--- config.mk ---
export PLATFORM = sky130hd
export DESIGN_NAME = cpi_top
export DESIGN_NICKNAME = d
export VERILOG_FILES = /design/src/hw/cpi_pkg.sv /design/src/hw/cpi_top.sv
export SDC_FILE = /design/constraint.sdc
export NUM_CORES = 1
export LEC_CHECK = 0
export BUFFER_PORTS_ARGS = -buffer_cell sky130_fd_sc_hd__buf_2
export CAP_MARGIN = 30
export CORE_MARGIN = 2
export CORE_UTILIZATION = 52
export DETAILED_ROUTE_END_ITERATION = 10
export PLACE_DENSITY = 0.76
export SLEW_MARGIN = 20
export SYNTH_ARGS = -nofsm -noshare
export SYNTH_HDL_FRONTEND = slang
export SYNTH_SLANG_ARGS = --single-unit
--- constraint.sdc ---
create_clock -name i_core_clk -period 1.9 [get_ports i_core_clk]
set_input_delay 0.285 -clock i_core_clk [delete_from_list [all_inputs] [get_ports i_core_clk]]
set_output_delay 0.285 -clock i_core_clk [all_outputs]
set_load 0.05 [all_outputs]
--- src/hw/cpi_pkg.sv ---
// Shared constants, states and carriers for the cascaded controller pair.
package cpi_pkg;
   // ------------------------------------------------------------
   // Register indices; the byte address is four times the index.
   // ------------------------------------------------------------
   localparam logic [7:0] IDX_M_ONE = 8'h20;
   localparam logic [7:0] IDX_M_ODD = 8'h21;
   localparam logic [7:0] IDX_S_ONE = 8'ha0;
   localparam logic [7:0] IDX_S_ODD = 8'ha1;
   localparam logic [7:0] IDX_STATUS = 8'h10;
   localparam logic [7:0] IDX_VECTOR = 8'h11;
   localparam logic [7:0] IDX_PEND = 8'h12;
   localparam logic [7:0] IDX_ACK = 8'h13;
   // ------------------------------------------------------------
   // Field positions and reset values.
   // ------------------------------------------------------------
   localparam int SEL_BIT = 4;
   localparam int SENSE_BIT = 3;
   localparam int OP3_BIT = 3;
   localparam int BASE_LSB = 3;
   localparam logic [2:0] CASCADE_IN = 3'h2;
   localparam int ACK_VALID_BIT = 8;
   localparam logic [4:0] RST_BASE = 5'h00;
   localparam logic [7:0] RST_BYTE = 8'h00;
   localparam logic [31:0] RST_WORD = 32'h0000_0000;
   // ------------------------------------------------------------
   // Types.
   // ------------------------------------------------------------
   typedef enum logic [2:0] {
      CPI_UNINIT,
      CPI_WANT_TWO,
      CPI_WANT_THREE,
      CPI_WANT_FOUR,
      CPI_READY
   } cpi_seq_t;

   typedef struct packed {
      cpi_seq_t seq;
      logic ls;
      logic [4:0] base;
      logic [7:0] cascade;
      logic [7:0] mask;
      logic [7:0] pend;
      logic [7:0] sync1;
      logic [7:0] sync2;
      logic [7:0] sync3;
      logic [7:0] lvl;
   } cpi_ctl_t;

   typedef struct packed {
      logic valid;
      logic slave;
      logic word_three;
      logic [7:0] data;
   } cpi_op_t;

   typedef struct packed {
      cpi_ctl_t [1:0] ctl;
      cpi_op_t op;
      logic rd_done;
      logic [31:0] rdata;
   } cpi_state_t;
endpackage

--- src/hw/cpi_top.sv ---
// Initialization word path and request logic of a master and slave controller pair.
`timescale 1ns/1ns
// What this block does
// - Even write with bit 4 is first word
// - Bit 3 picks edge or level sensing
// - Edge mode registers a rising transition
// - Sensing applies to all inputs of one controller together, except master input two when it cascades the internal slave
// - Controller ignores requests until fully initialized
// - Second word bits 7-3 form vector base
// - Master third word bits 7-1 mark slaves
// - Master bit 2 cascades internal slave
// - Master bit 1 marks slave on input one
module cpi_top (
   // Clock and reset
   input wire logic i_core_clk,
   input wire logic i_srst,
   // Avalon-MM slave
   input wire logic [9:0] i_avs_address,
   input wire logic i_avs_read,
   input wire logic i_avs_write,
   input wire logic [31:0] i_avs_writedata,
   output logic [31:0] o_avs_readdata,
   output logic o_avs_waitrequest,
   // Request pins
   input wire logic [7:0] i_irq_master,
   input wire logic [7:0] i_irq_slave,
   // Core interrupt and operation word strobe
   output logic o_core_int,
   output cpi_pkg::cpi_op_t o_op_word
);
   cpi_pkg::cpi_state_t s;
   cpi_pkg::cpi_state_t next_s;
   logic [7:0] idx;
   logic wr_ok;
   logic rd_take;
   logic [7:0] rise_m;
   logic [7:0] rise_s;
   logic [7:0] pin_rise_m;
   logic [7:0] live_m;
   logic [7:0] live_s;
   logic [3:0] win_m;
   logic [3:0] win_s;
   logic casc_hit;

   // ------------------------------------------------------------
   // Lowest numbered active input wins; bit 3 flags a winner.
   // ------------------------------------------------------------
   function automatic logic [3:0] pick(input logic [7:0] v);
      logic [3:0] r;
      r = 4'h0;
      for (int k = 7; k >= 0; k--) begin
         if (v[k]) begin
            r = {1'b1, 3'(k)};
         end
      end
      return r;
   endfunction

   assign idx = i_avs_address[9:2];
   assign wr_ok = i_avs_write;
   assign rd_take = i_avs_read && !s.rd_done;
   assign o_avs_waitrequest = rd_take;
   assign o_avs_readdata = s.rdata;
   assign o_op_word = s.op;
   assign live_m = s.ctl[0].pend & ~s.ctl[0].mask;
   assign live_s = s.ctl[1].pend & ~s.ctl[1].mask;
   assign win_m = pick(live_m);
   assign win_s = pick(live_s);
   assign casc_hit = win_m[2:0] == cpi_pkg::CASCADE_IN && s.ctl[0].cascade[2] && win_s[3];
   assign rise_m = s.ctl[0].sync2 & s.ctl[0].sync3 & ~s.ctl[0].lvl;
   assign rise_s = s.ctl[1].sync2 & s.ctl[1].sync3 & ~s.ctl[1].lvl;
   // Input two follows the internal slave when cascaded, so its pin edge is not a request.
   assign pin_rise_m = rise_m & ~{5'h00, s.ctl[0].cascade[2], 2'h0};
   assign o_core_int = win_m[3];

   // ------------------------------------------------------------
   // Next state.
   // ------------------------------------------------------------
   always_comb begin
      logic [7:0] agreed;
      logic [7:0] rise;
      logic [7:0] raw;
      logic c;
      agreed = 8'h00;
      rise = 8'h00;
      raw = 8'h00;
      c = 1'b0;
      next_s = s;
      next_s.op.valid = 1'b0;
      next_s.rd_done = rd_take;
      for (int n = 0; n < 2; n++) begin
         raw = (n == 0) ? i_irq_master : i_irq_slave;
         next_s.ctl[n].sync1 = raw;
         next_s.ctl[n].sync2 = s.ctl[n].sync1;
         next_s.ctl[n].sync3 = s.ctl[n].sync2;
         // A level counts once the second and third stages agree.
         agreed = ~(s.ctl[n].sync2 ^ s.ctl[n].sync3);
         next_s.ctl[n].lvl = (agreed & s.ctl[n].sync3) | (~agreed & s.ctl[n].lvl);
         rise = agreed & s.ctl[n].sync3 & ~s.ctl[n].lvl;
         if (s.ctl[n].seq == cpi_pkg::CPI_READY) begin
            if (s.ctl[n].ls) begin
               next_s.ctl[n].pend = next_s.ctl[n].lvl;
            end else begin
               next_s.ctl[n].pend = s.ctl[n].pend | rise;
            end
         end
      end
      // The internal slave drives master input two as a level.
      if (s.ctl[0].cascade[2] && s.ctl[0].seq == cpi_pkg::CPI_READY) begin
         next_s.ctl[0].pend[2] = win_s[3];
      end
      // Reads; the acknowledge read clears the serviced edge request.
      if (rd_take) begin
         unique case (idx)
            cpi_pkg::IDX_STATUS: begin
               next_s.rdata = {s.ctl[1].mask, s.ctl[0].mask, s.ctl[0].cascade, 4'h0,
                  s.ctl[1].ls, s.ctl[1].seq == cpi_pkg::CPI_READY,
                  s.ctl[0].ls, s.ctl[0].seq == cpi_pkg::CPI_READY};
            end
            cpi_pkg::IDX_VECTOR: begin
               next_s.rdata = {16'h0000, 3'h0, s.ctl[1].base, 3'h0, s.ctl[0].base};
            end
            cpi_pkg::IDX_PEND: begin
               next_s.rdata = {16'h0000, s.ctl[1].pend, s.ctl[0].pend};
            end
            cpi_pkg::IDX_ACK: begin
               next_s.rdata = cpi_pkg::RST_WORD;
               if (casc_hit) begin
                  next_s.rdata[cpi_pkg::ACK_VALID_BIT] = 1'b1;
                  next_s.rdata[7:0] = {s.ctl[1].base, win_s[2:0]};
                  if (!s.ctl[1].ls) begin
                     // A fresh edge on the same input wins over this clear.
                     next_s.ctl[1].pend[win_s[2:0]] = rise_s[win_s[2:0]];
                  end
               end else if (win_m[3]) begin
                  next_s.rdata[cpi_pkg::ACK_VALID_BIT] = 1'b1;
                  next_s.rdata[7:0] = {s.ctl[0].base, win_m[2:0]};
                  if (!s.ctl[0].ls) begin
                     // A fresh edge on the same input wins over this clear.
                     next_s.ctl[0].pend[win_m[2:0]] = rise_m[win_m[2:0]];
                  end
               end
            end
            default: begin
               next_s.rdata = cpi_pkg::RST_WORD;
            end
         endcase
      end
      // Writes; never high together with a read.
      if (wr_ok) begin
         c = idx == cpi_pkg::IDX_S_ONE || idx == cpi_pkg::IDX_S_ODD;
         if (idx == cpi_pkg::IDX_M_ONE || idx == cpi_pkg::IDX_S_ONE) begin
            if (i_avs_writedata[cpi_pkg::SEL_BIT]) begin
               next_s.ctl[c].seq = cpi_pkg::CPI_WANT_TWO;
               next_s.ctl[c].ls = i_avs_writedata[cpi_pkg::SENSE_BIT];
               next_s.ctl[c].mask = cpi_pkg::RST_BYTE;
               next_s.ctl[c].pend = cpi_pkg::RST_BYTE;
            end else begin
               next_s.op.valid = 1'b1;
               next_s.op.slave = c;
               next_s.op.word_three = i_avs_writedata[cpi_pkg::OP3_BIT];
               next_s.op.data = i_avs_writedata[7:0];
            end
         end else if (idx == cpi_pkg::IDX_M_ODD || idx == cpi_pkg::IDX_S_ODD) begin
            unique case (s.ctl[c].seq)
               cpi_pkg::CPI_WANT_TWO: begin
                  next_s.ctl[c].base = i_avs_writedata[7:cpi_pkg::BASE_LSB];
                  next_s.ctl[c].seq = cpi_pkg::CPI_WANT_THREE;
               end
               cpi_pkg::CPI_WANT_THREE: begin
                  if (!c) begin
                     next_s.ctl[0].cascade = {i_avs_writedata[7:1], 1'b0};
                  end
                  next_s.ctl[c].seq = cpi_pkg::CPI_WANT_FOUR;
               end
               cpi_pkg::CPI_WANT_FOUR: begin
                  next_s.ctl[c].seq = cpi_pkg::CPI_READY;
               end
               cpi_pkg::CPI_READY: begin
                  next_s.ctl[c].mask = i_avs_writedata[7:0];
               end
               cpi_pkg::CPI_UNINIT: begin
                  next_s.ctl[c].seq = cpi_pkg::CPI_UNINIT;
               end
            endcase
         end
      end
   end

   // ------------------------------------------------------------
   // State register.
   // ------------------------------------------------------------
   always_ff @(posedge i_core_clk) begin
      if (i_srst) begin
         for (int n = 0; n < 2; n++) begin
            s.ctl[n].seq <= cpi_pkg::CPI_UNINIT;
            s.ctl[n].ls <= 1'b0;
            s.ctl[n].base <= cpi_pkg::RST_BASE;
            s.ctl[n].cascade <= cpi_pkg::RST_BYTE;
            s.ctl[n].mask <= cpi_pkg::RST_BYTE;
            s.ctl[n].pend <= cpi_pkg::RST_BYTE;
            s.ctl[n].sync1 <= cpi_pkg::RST_BYTE;
            s.ctl[n].sync2 <= cpi_pkg::RST_BYTE;
            s.ctl[n].sync3 <= cpi_pkg::RST_BYTE;
            s.ctl[n].lvl <= cpi_pkg::RST_BYTE;
         end
         s.op <= '0;
         s.rd_done <= 1'b0;
         s.rdata <= cpi_pkg::RST_WORD;
      end else begin
         s <= next_s;
      end
   end
endmodule // cpi_top

-- Word-level counts from Yosys, hierarchy flattened
Index checks and enable logic that the tools add are counted.
- input bits: 62
- word-level logic and storage cells: 170
- register bits: 173
- output and inout bits: 45
- multiplexer cells: 77
- reduce and logical (&&, ||, !) cells: 16
- bitwise gates (word level): 29
- $lt $le $gt $ge: 6
- equal/unequal tests: 16
- operators by type and width (cell ; count):
    130-bit bitwise mux ; 10
    130-bit case mux with 5 select lines ; 1
    130-bit two-way mux ; 3
    65-bit demux with 1-bit select ; 5
    65-bit two-way mux ; 3
    8-bit two-way mux ; 18
    32-bit case mux with 4 select lines ; 1
    116-bit two-way mux ; 1
    8-bit AND ; 12
    4-bit two-way mux ; 16
    8-bit NOT ; 8
    62-bit two-way mux ; 1
    61-bit two-way mux ; 1
    48-bit two-way mux ; 1
    40-bit two-way mux ; 1
    8-bit by 5-bit == test with 1-bit output, second input constant ; 4
    8-bit OR ; 4
    11-bit two-way mux ; 2
    9-bit two-way mux ; 2
    8-bit bitwise mux ; 2
    8-bit by 6-bit == test with 1-bit output, second input constant ; 2
    8-bit == test, second input constant ; 2
    8-bit XOR ; 2
    3-bit by 2-bit == test with 1-bit output, second input constant ; 3
    other kinds (18) ; 39

-- Logic depth before layout (Yosys ltp)
Gate-level depths: netlist (run 1).
- depth in word-level cells: 27
- gate-level depth with buffers: 9
- mapped depth without buffers: 7

-- Worst setup path before layout (run 1)
Ideal clock, no wire load.
- path kind: register to register
- start point: register s[107] in the netlist's numbering
- end point: register s[84] in the netlist's numbering
- data arrival time: 1.829 ns
- path buffers: 1
- setup time: 0.118 ns
- path slack: -0.047 ns
- period minus slack after synthesis: 1.947 ns
- stages on the path, launching flop included: 8
- required time: 1.782 ns
- path through: dfxtp_1 > clkbuf_1 > mux2i_1 > mux2i_1 > a211oi_1 > nand3_1 > a32oi_1 > nor2b_1
- longest elaborated chain between the ends: 6
- elaborated cells on any way between the ends: 10
- those cells by class: eq/ne: 4; mux: 5; reduce/logical: 1
- RTL lines (element ; RTL line ; RTL):
    start, declared ; cpi_top.sv:31 ; cpi_pkg::cpi_state_t s;
    start signal, assigned ; cpi_top.sv:211 ; s <= next_s;
    65-bit two-way mux (not written as such) (*) (2 in a row) ; cpi_top.sv:165 ; unique case (s.ctl[c].seq)
    3-bit == test, or another cell as far along ; cpi_top.sv:165 ;
    130-bit case mux with 5 select lines (*) ; cpi_top.sv:165 ;
    130-bit two-way mux (*) ; cpi_top.sv:164 ; end else if (idx == cpi_pkg::IDX_M_ODD || idx == cpi_pkg::IDX_S_ODD) begin
    130-bit two-way mux (*) ; cpi_top.sv:152 ; if (idx == cpi_pkg::IDX_M_ONE || idx == cpi_pkg::IDX_S_ONE) begin
Mark *: on every way between the ends. The rest lies on a longest branch, timed or not. The select of a mux whose other input is x is not followed.
A chain may end at the register's enable or synchronous reset.

-- Worst setup path in the final report (run 1)
- start point: register s[147] in the netlist's numbering
- end point: register s, in the netlist o_avs_readdata[7]
- longest elaborated chain between the ends: 11
- RTL lines (element ; RTL line ; RTL):
    8-bit AND ; cpi_top.sv:66 ; assign live_s = s.ctl[1].pend & ~s.ctl[1].mask;
    4-bit two-way mux (7 in a row) ; cpi_top.sv:52 ; if (v[k]) begin
    1-bit logical AND ; cpi_top.sv:69 ; assign casc_hit = win_m[2:0] == cpi_pkg::CASCADE_IN && s.ctl[0].cascade[2] && win_s[3];
    9-bit two-way mux ; cpi_top.sv:128 ; if (casc_hit) begin
    32-bit case mux with 4 select lines ; cpi_top.sv:114 ; unique case (idx)
No other way between the ends.

==> results by group, run 1 <==
Outcome
  – Status: complete, but fails checks
  – Failing checks: setup timing

Floorplanning
  – Die Wd: 126.6 um
  – Initial Utilization: 0.5359
  – Io pins: 107
  – Die Ht: 126.6 um
  – Core ar.: 14590 sq um
  – Total die area: 16030 sq um
  – FP Rows: 44

Power and ir drop
  – Power Density: 735.4 nW/um^2
  – Cell leakage power: 4.149 nW
  – VDD IR max: 0.6727 mV
  – Overall Power: 0.007318 W

Timing
  – Fin crit share: 1.067
  – Worst rel slew slack: 0.4065
  – Fmax: 493.5 MHz
  – Final setup fails: 11
  – Post-route clock skew: 0.008753 ns
  – RSZ-0062 raised after global routing: yes
  – Final Slew Violations: 0
  – Worst setup margin: -0.1264 ns
  – Fin crit period: 2.026 ns
  – Hold Slack: 0.05738 ns
  – Final hold violation count: 0
  – Worst Tran Pin Value: 0.8861 ns

Routing
  – DR DRC count: 0
  – Via/cell ratio: 5.832
  – Wire length per cell: 17.55 um
  – Vias: 7243
  – Final ANT Viol Nets: 0
  – Drt first pass iters: 7
  – Iter 0 DRT Violations: 799
  – Final wirelength: 21.80 mm

Global routing
  – Initial antenna violation count: 1
  – GRT busiest layer: met2
  – Pin count of the biggest net entering global routing: 34
  – All-Layer GR Usage: 0.2706
  – Overflow after GRT: 0
  – First-pass GRT wire length: 34.60 mm
  – Met3 usage: 0.07043
  – Grt met2 use: 0.4240
  – Met1 Use GR: 0.3625
  – Vias in the first global route: 6823

Placement
  – DP Area: 9002 sq um
  – DP Worst Slack: -0.2729 ns
  – Placer Congestion: 0.9848
  – HPWL after detailed placement: 15.72 mm
  – Port bufs: 79

Worst setup path
  – Worst reg-to-reg path cell count: 7
  – Worst Setup SP: s[147]$_SDFF_PP0_
  – Reg2reg end: o_avs_readdata[7]$_SDFFE_PP0P_
  – CP Max Fanout: 9
  – WP data required: 2.22 ns
  – Reg2reg setup slack: -0.13 ns
  – Critical Path Sink: o_avs_readdata[7]$_SDFFE_PP0P_
  – WP data arrival: 2.35 ns
  – Setup crit start kind: flip-flop
  – Critical Path Sink Type: flip-flop
  – FF-to-FF Start: s[147]$_SDFF_PP0_
  – Worst Path Class, Setup: reg2reg

Clock tree
  – Clock transition at the registers of the reported paths: 0.06 ns
  – H-tree Lvls: 4
  – CTS Sinks: 164
  – # hold bufs at CTS: 0
  – TritonCTS Buffers: 17
  – Worst skew pair latency: 0.43 ns
  – Clk root buf: clkbuf_16
  – TritonCTS clock tree: yes
  – Clock Path Buffers: 2

Logic synthesis
  – Average footprint of a synthesized cell: 8.775 sq um
  – Post-synthesis register bit count: 164
  – Post-Syn Area: 7819 sq um
  – Async SR Flop Fraction: 0
  – Post-synthesis cell count: 891
  – Synth area leader: dfxtp_1
  – Yosys Warn Count: 0
  – Share of Yosys cell area claimed by the top area cell type: 0.4199
  – EDFF count, synth: 0
  – Main synth FF type: dfxtp_1
  – Register area share after synthesis: 0.4199
  – Largest cells by area after synthesis: dfxtp_1, nor2b_1, nor2_1
  – Syn nets: 969
  – Synth unique cells: 69

Final layout
  – Ant diodes: 0
  – Layout area overhead: 27.27%
  – Final core utilization: 0.6821
  – Cell area after layout: 9951 sq um
  – Nets: 1123
  – Layout cells sized above 1: 0.3223

Hold path
  – Min-Delay Path Class: in2reg
  – WHS Path Cells: 2

Run
  – Maxcap violations: 0
## synthesized netlist by cell type (all sizes together), types with 6 or more instances
cell    instances
dfxtp         164
nor2          105
nor2b          75
buf            60
nand2          55
a21oi          48
o21ai          40
clkbuf         31
a22oi          24
mux2i          23
nand3          22
nand2b         21
mux2           19
and2           17
inv            17
ha             16
a31oi          14
o221ai         14
nor3           13
nor4           12
nand4          11
a21boi         10
a22o            8
o311ai          6
## kinds of logic (layout without fill, tap and decap cells)
family	after synthesis	in the layout	share of synthesized area
other	1	1	0.0004796
multiplexers	42	42	0.05681
XOR/XNOR	1	1	0.001120
flip-flops	164	164	0.4199
AND/OR/NAND/NOR	354	354	0.2421
AO/OA/AOI/OAI	205	205	0.1772
adder cells (fa/ha/maj)	16	16	0.02560
buffers and inverters	108	275	0.07681
## worst max-delay path, cell delays in order (launching register included)
cell	delay (ns)
dfxtp_2	0.33
nor2b_4	0.12
or4_4	0.57
o21ai_4	0.19
or4_4	0.21
buf_12	0.13
nor2_1	0.05
a311o_1	0.31
## sequential cells by signal (all words and copies together) (netlist names)
register / cells
o_avs_readdata: 32
o_op_word: 9
s: 123
## cell usage in the layout (no fill, tap or decap), types with 19 or more instances in the layout
| cell | instances |
|---|---|
| a21oi_1 | 46 |
| mux2_2 | 19 |
| dfxtp_1 | 147 |
| mux2i_1 | 21 |
| buf_2 | 76 |
| nand3_1 | 22 |
| nor2_1 | 103 |
| o21ai_0 | 36 |
| buf_4 | 140 |
| nor2b_1 | 67 |
| nand2_1 | 53 |
| a22oi_1 | 24 |
## worst min-delay path by stage
stage          slack [ns]                from             endpoint
2_1_floorplan        0.41  i_avs_writedata[1]  s[150]$_SDFFE_PP0P_
3_3_place_gp         0.42   s[135]$_SDFF_PP0_    s[127]$_SDFF_PP0_
3_5_place_dp         0.42    s[69]$_SDFF_PP0_     s[61]$_SDFF_PP0_
4_1_cts              0.05     i_irq_master[0]     s[68]$_SDFF_PP0_
5_1_grt              0.05      i_irq_slave[3]    s[136]$_SDFF_PP0_
6_report             0.06     i_irq_master[7]     s[75]$_SDFF_PP0_
## report_power, final
group | switching, W | total, W | internal [W]
sequential | 0.0000181 | 0.00350 | 0.00349
combinational | 0.000239 | 0.000392 | 0.000153
clock | 0.00144 | 0.00342 | 0.00198
## metal layers
layer | vias to the layer above | routed length [um]
met5 | - | 0
met2 | 364 | 9850
met4 | 0 | 488
li1 | 3442 | -
met1 | 3380 | 9317
met3 | 57 | 2139
## final cells by class
type	count	area [sq um]
clock inverters	14	152.6
fillers	1078	4638
multi-input cells	619	4163
well taps	184	230.2
inverters	17	70.07
flip-flops and latches	164	3304
repair buffers	226	1592
clock buffers	18	439.2
## stage by stage
step / TNS (ns) / cells
6_report: -1.003 / 1242
5_1_grt: -1.317 / 1242
4_1_cts: -0.4949 / 1238
3_5_place_dp: -9.572 / 1199
3_3_place_gp: -8.003 / 1199
2_1_floorplan: 0 / 891
## what timing repair did
action | CTS | global route
pin swaps | 5 | 5
setup endpoints to repair | 18 | 37
setup buffers | 7 | 4
gates resized for setup | 46 | 30
Note: power is estimated with default switching activity, not from simulation.
==> run 2: changes to the inputs <==
Settings changed: BUFFER_PORTS_ARGS -buffer_cell sky130_fd_sc_hd__buf_2 to not set, CELL_PAD_IN_SITES_DETAIL_PLACEMENT set to 1, CELL_PAD_IN_SITES_GLOBAL_PLACEMENT set to 1, CORE_UTILIZATION 52 to 43, DONT_BUFFER_PORTS set to 1, PLACE_DENSITY 0.76 to 0.75.
==> run 2 against run 1 <==
  * Core utilization shrank 13 points
  * Sequential power is essentially flat
  * Largest power group unchanged
  * Global-route usage grew 1.1 points
  * The flow still finishes with violations (setup timing)
==> results by group, run 2 (synthesized netlist as in run 1, its figures left out) <==
Clock tree
  – Clock Path Buffers: 2 (unchanged)
  – Clk root buf: clkbuf_16
  – Worst skew pair latency: 0.44 ns (about the same)
  – TritonCTS Buffers: 17 (unchanged)
  – CTS Sinks: 164 (unchanged)
  – H-tree Lvls: 4 (unchanged)
  – TritonCTS clock tree: yes
  – Clock transition at the registers of the reported paths: 0.07 ns (about the same)

Global routing
  – Overflow after GRT: 0 (unchanged)
  – First-pass GRT wire length: 42.77 mm (+24%)
  – Initial antenna violation count: 0 (-1)
  – Vias in the first global route: 7702 (+13%)
  – All-Layer GR Usage: 0.2814 (+0.01082)
  – Pin count of the biggest net entering global routing: 85 (+150%)

Run
  – Maxcap violations: 0 (unchanged)

Power and ir drop
  – Overall Power: 0.007238 W (-1.1%)
  – Power Density: 731.2 nW/um^2 (-0.57%)
  – Sequential share of power: 0.484 (+0.005)
  – VDD IR max: 0.6481 mV (-3.7%)
  – Sw Ratio: 0.2407 (+0.008853)
  – Cell leakage power: 3.921 nW (-5.5%)
  – Switching pwr: 0.001743 W (+2.7%)
  – Combinational Power Share: 0.047 (-0.007)
  – Clock power share: 0.469 (about the same)
  – Int Power: 0.005496 W (-2.2%)

Placement
  – DP Worst Slack: -0.1616 ns (+0.1113 ns)
  – HPWL after detailed placement: 17.67 mm (+12%)
  – Port bufs: 0 (-100%)
  – Placer Congestion: 0.8965 (-9.0%)
  – Dpl cells: 1157 (-3.5%)

Timing
  – Final hold violation count: 0 (unchanged)
  – Fin crit period: 1.975 ns (-0.05110 ns)
  – Worst Tran Pin Value: 0.6656 ns (-0.2204 ns)
  – Worst rel slew slack: 0.5522 (+0.1456)
  – RSZ-0062 raised after global routing: yes
  – Fin crit share: 1.040 (-0.02690)
  – Fmax: 506.3 MHz (+2.6%)
  – Final setup fails: 11 (unchanged)
  – Worst setup margin: -0.07527 ns (+0.05110 ns)
  – Post-route clock skew: 0.01144 ns (+0.002684 ns)
  – Final Slew Violations: 0 (unchanged)

Worst setup path
  – Worst path top cell family by delay: simple AND/OR/NAND/NOR gates
  – WP data arrival: 2.28 ns (-0.07 ns)
  – WP data required: 2.21 ns (about the same)
  – Worst Path Class, Setup: reg2reg
  – Setup crit start kind: flip-flop
  – Critical path buffers and inverters: 1 (unchanged)
  – CP Max Fanout: 4 (-5)
  – Reg2reg end: s[146]$_SDFF_PP0_
  – Reg2reg setup slack: -0.08 ns (+0.05 ns)
  – Critical Path Sink Type: flip-flop
  – FF-to-FF Start: s[90]$_SDFFE_PP0P_
  – Critical-path cell list: nor2b_4 > o211ai_1 > and2_4 > or4_4 > buf_4 > nor3_4 > a31oi_1
  – Crit-path max cell delay: 0.47 ns (-0.10 ns)
  – Slowest-stage cell, CP: or4_4
  – Worst reg-to-reg path cell count: 7 (unchanged)

Outcome
  – Failing checks: setup timing
  – Status: complete, but fails checks

Final layout
  – Non-filler cells, final: 1238 (-0.32%)
  – Most common cell after layout, fill and taps aside: dfxtp_1
  – Layout area overhead: 26.61%
  – Layout cells sized above 1: 0.2607 (-0.06165)
  – Most frequent cells in the layout: dfxtp_1, buf_4, nor2_1
  – Ant diodes: 0 (unchanged)
  – Nets: 1074 (-4.4%)
  – Most flop-heavy register: s
  – Max reg flops: 123 (unchanged)

Floorplanning
  – Total die area: 19280 sq um (+20%)
  – Initial Utilization: 0.4367 (-0.09919)
  – Die Wd: 138.8 um (+9.7%)
  – Io pins: 107 (unchanged)
  – Die Ht: 138.8 um (+9.7%)
  – FP Rows: 49 (+11%)
  – Core ar.: 17900 sq um (+23%)

Hold path
  – WHS Path Cells: 2 (unchanged)
  – Min-Delay Path Class: in2reg
  – Hold EP: s[103]$_SDFFE_PP0P_
  – HP Start: i_avs_writedata[6]

Routing
  – Vias: 7299 (+0.77%)
  – Iter 0 DRT Violations: 539 (-33%)
  – Final ANT Viol Nets: 0 (unchanged)
  – Via/cell ratio: 5.896 (+1.1%)
  – Final wirelength: 27.31 mm (+25%)
  – Drt first pass iters: 5 (-2)
  – DR DRC count: 0 (unchanged)
  – Wire length per cell: 22.06 um (+26%)
run 2: how the worst max path moves through the flow:
stage	cells after the start	slack [ns]	from	to
floorplan	7	0.02	s[146]$_SDFF_PP0_	o_avs_readdata[5]$_SDFFE_PP0P_
global placement	7	-0.09	i_avs_address[3]	s[88]$_SDFFE_PP0P_
detailed placement	7	-0.16	s[76]$_SDFF_PP0_	s[144]$_SDFF_PP0_
CTS	7	-0.05	s[78]$_SDFF_PP0_	o_core_int
global route	7	-0.15	s[82]$_SDFF_PP0_	s[148]$_SDFF_PP0_
finish	7	-0.08	s[90]$_SDFFE_PP0P_	s[146]$_SDFF_PP0_
run 2: area by class of cell:
type / instances / area [sq um]
sequential: 164 / 3303
clock inverter: 13 / 125.1
tap: 229 / 286.5
timing repair buffer: 177 / 1489
multi-input combinational: 619 / 4183
clock buffer: 19 / 442.9
inverter: 17 / 70.07
fill: 2059 / 8003
run 2: timing repair:
action | 4_1_cts | 5_1_grt
gates resized for setup | 40 | 49
pin swaps | 6 | 10
setup buffers | 5 | 5
cloned | 1 | 0
endpoints found under the setup margin | 32 | 44
hold buffers | 39 | 0
endpoints found under the hold margin | 113 | 0
run 2: stage by stage:
stage,utilization,hold slack (ns),TNS [ns],instance area (sq um)
floorplan,-,0.4107,0,7828
global placement,0.4783,0.3637,-2.042,8563
detailed placement,0.4783,0.3650,-3.251,8563
CTS,0.5418,0.0008696,-0.05487,9699
global route,0.5530,0.01794,-1.297,9899
finish,0.5530,0.009561,-0.4709,9899
run 2: routing by layer:
metal,vias to the layer above,part of all wire,global-route usage
li1,3331,-,-
met1,3624,0.44,0.3730
met2,287,0.46,0.4516
met3,57,0.078,0.06975
met4,0,0.025,0.09304
met5,-,0,0
run 2: power by group through the flow:
stage	Sequential [W]	Combinational, W	Clock [W]
2_1_floorplan	0.00358	0.000218	0
3_3_place_gp	0.00358	0.000220	0
3_5_place_dp	0.00358	0.000225	0
4_1_cts	0.00351	0.000330	0.00342
5_1_grt	0.00351	0.000368	0.00355
6_report	0.00350	0.000342	0.00339
run 2: worst reg2reg max path, stage by stage, from the launching register on:
cell	delay, ns
dfxtp_1	0.35
nor2b_4	0.13
o211ai_1	0.15
and2_4	0.22
or4_4	0.47
buf_4	0.20
nor3_4	0.19
a31oi_1	0.13
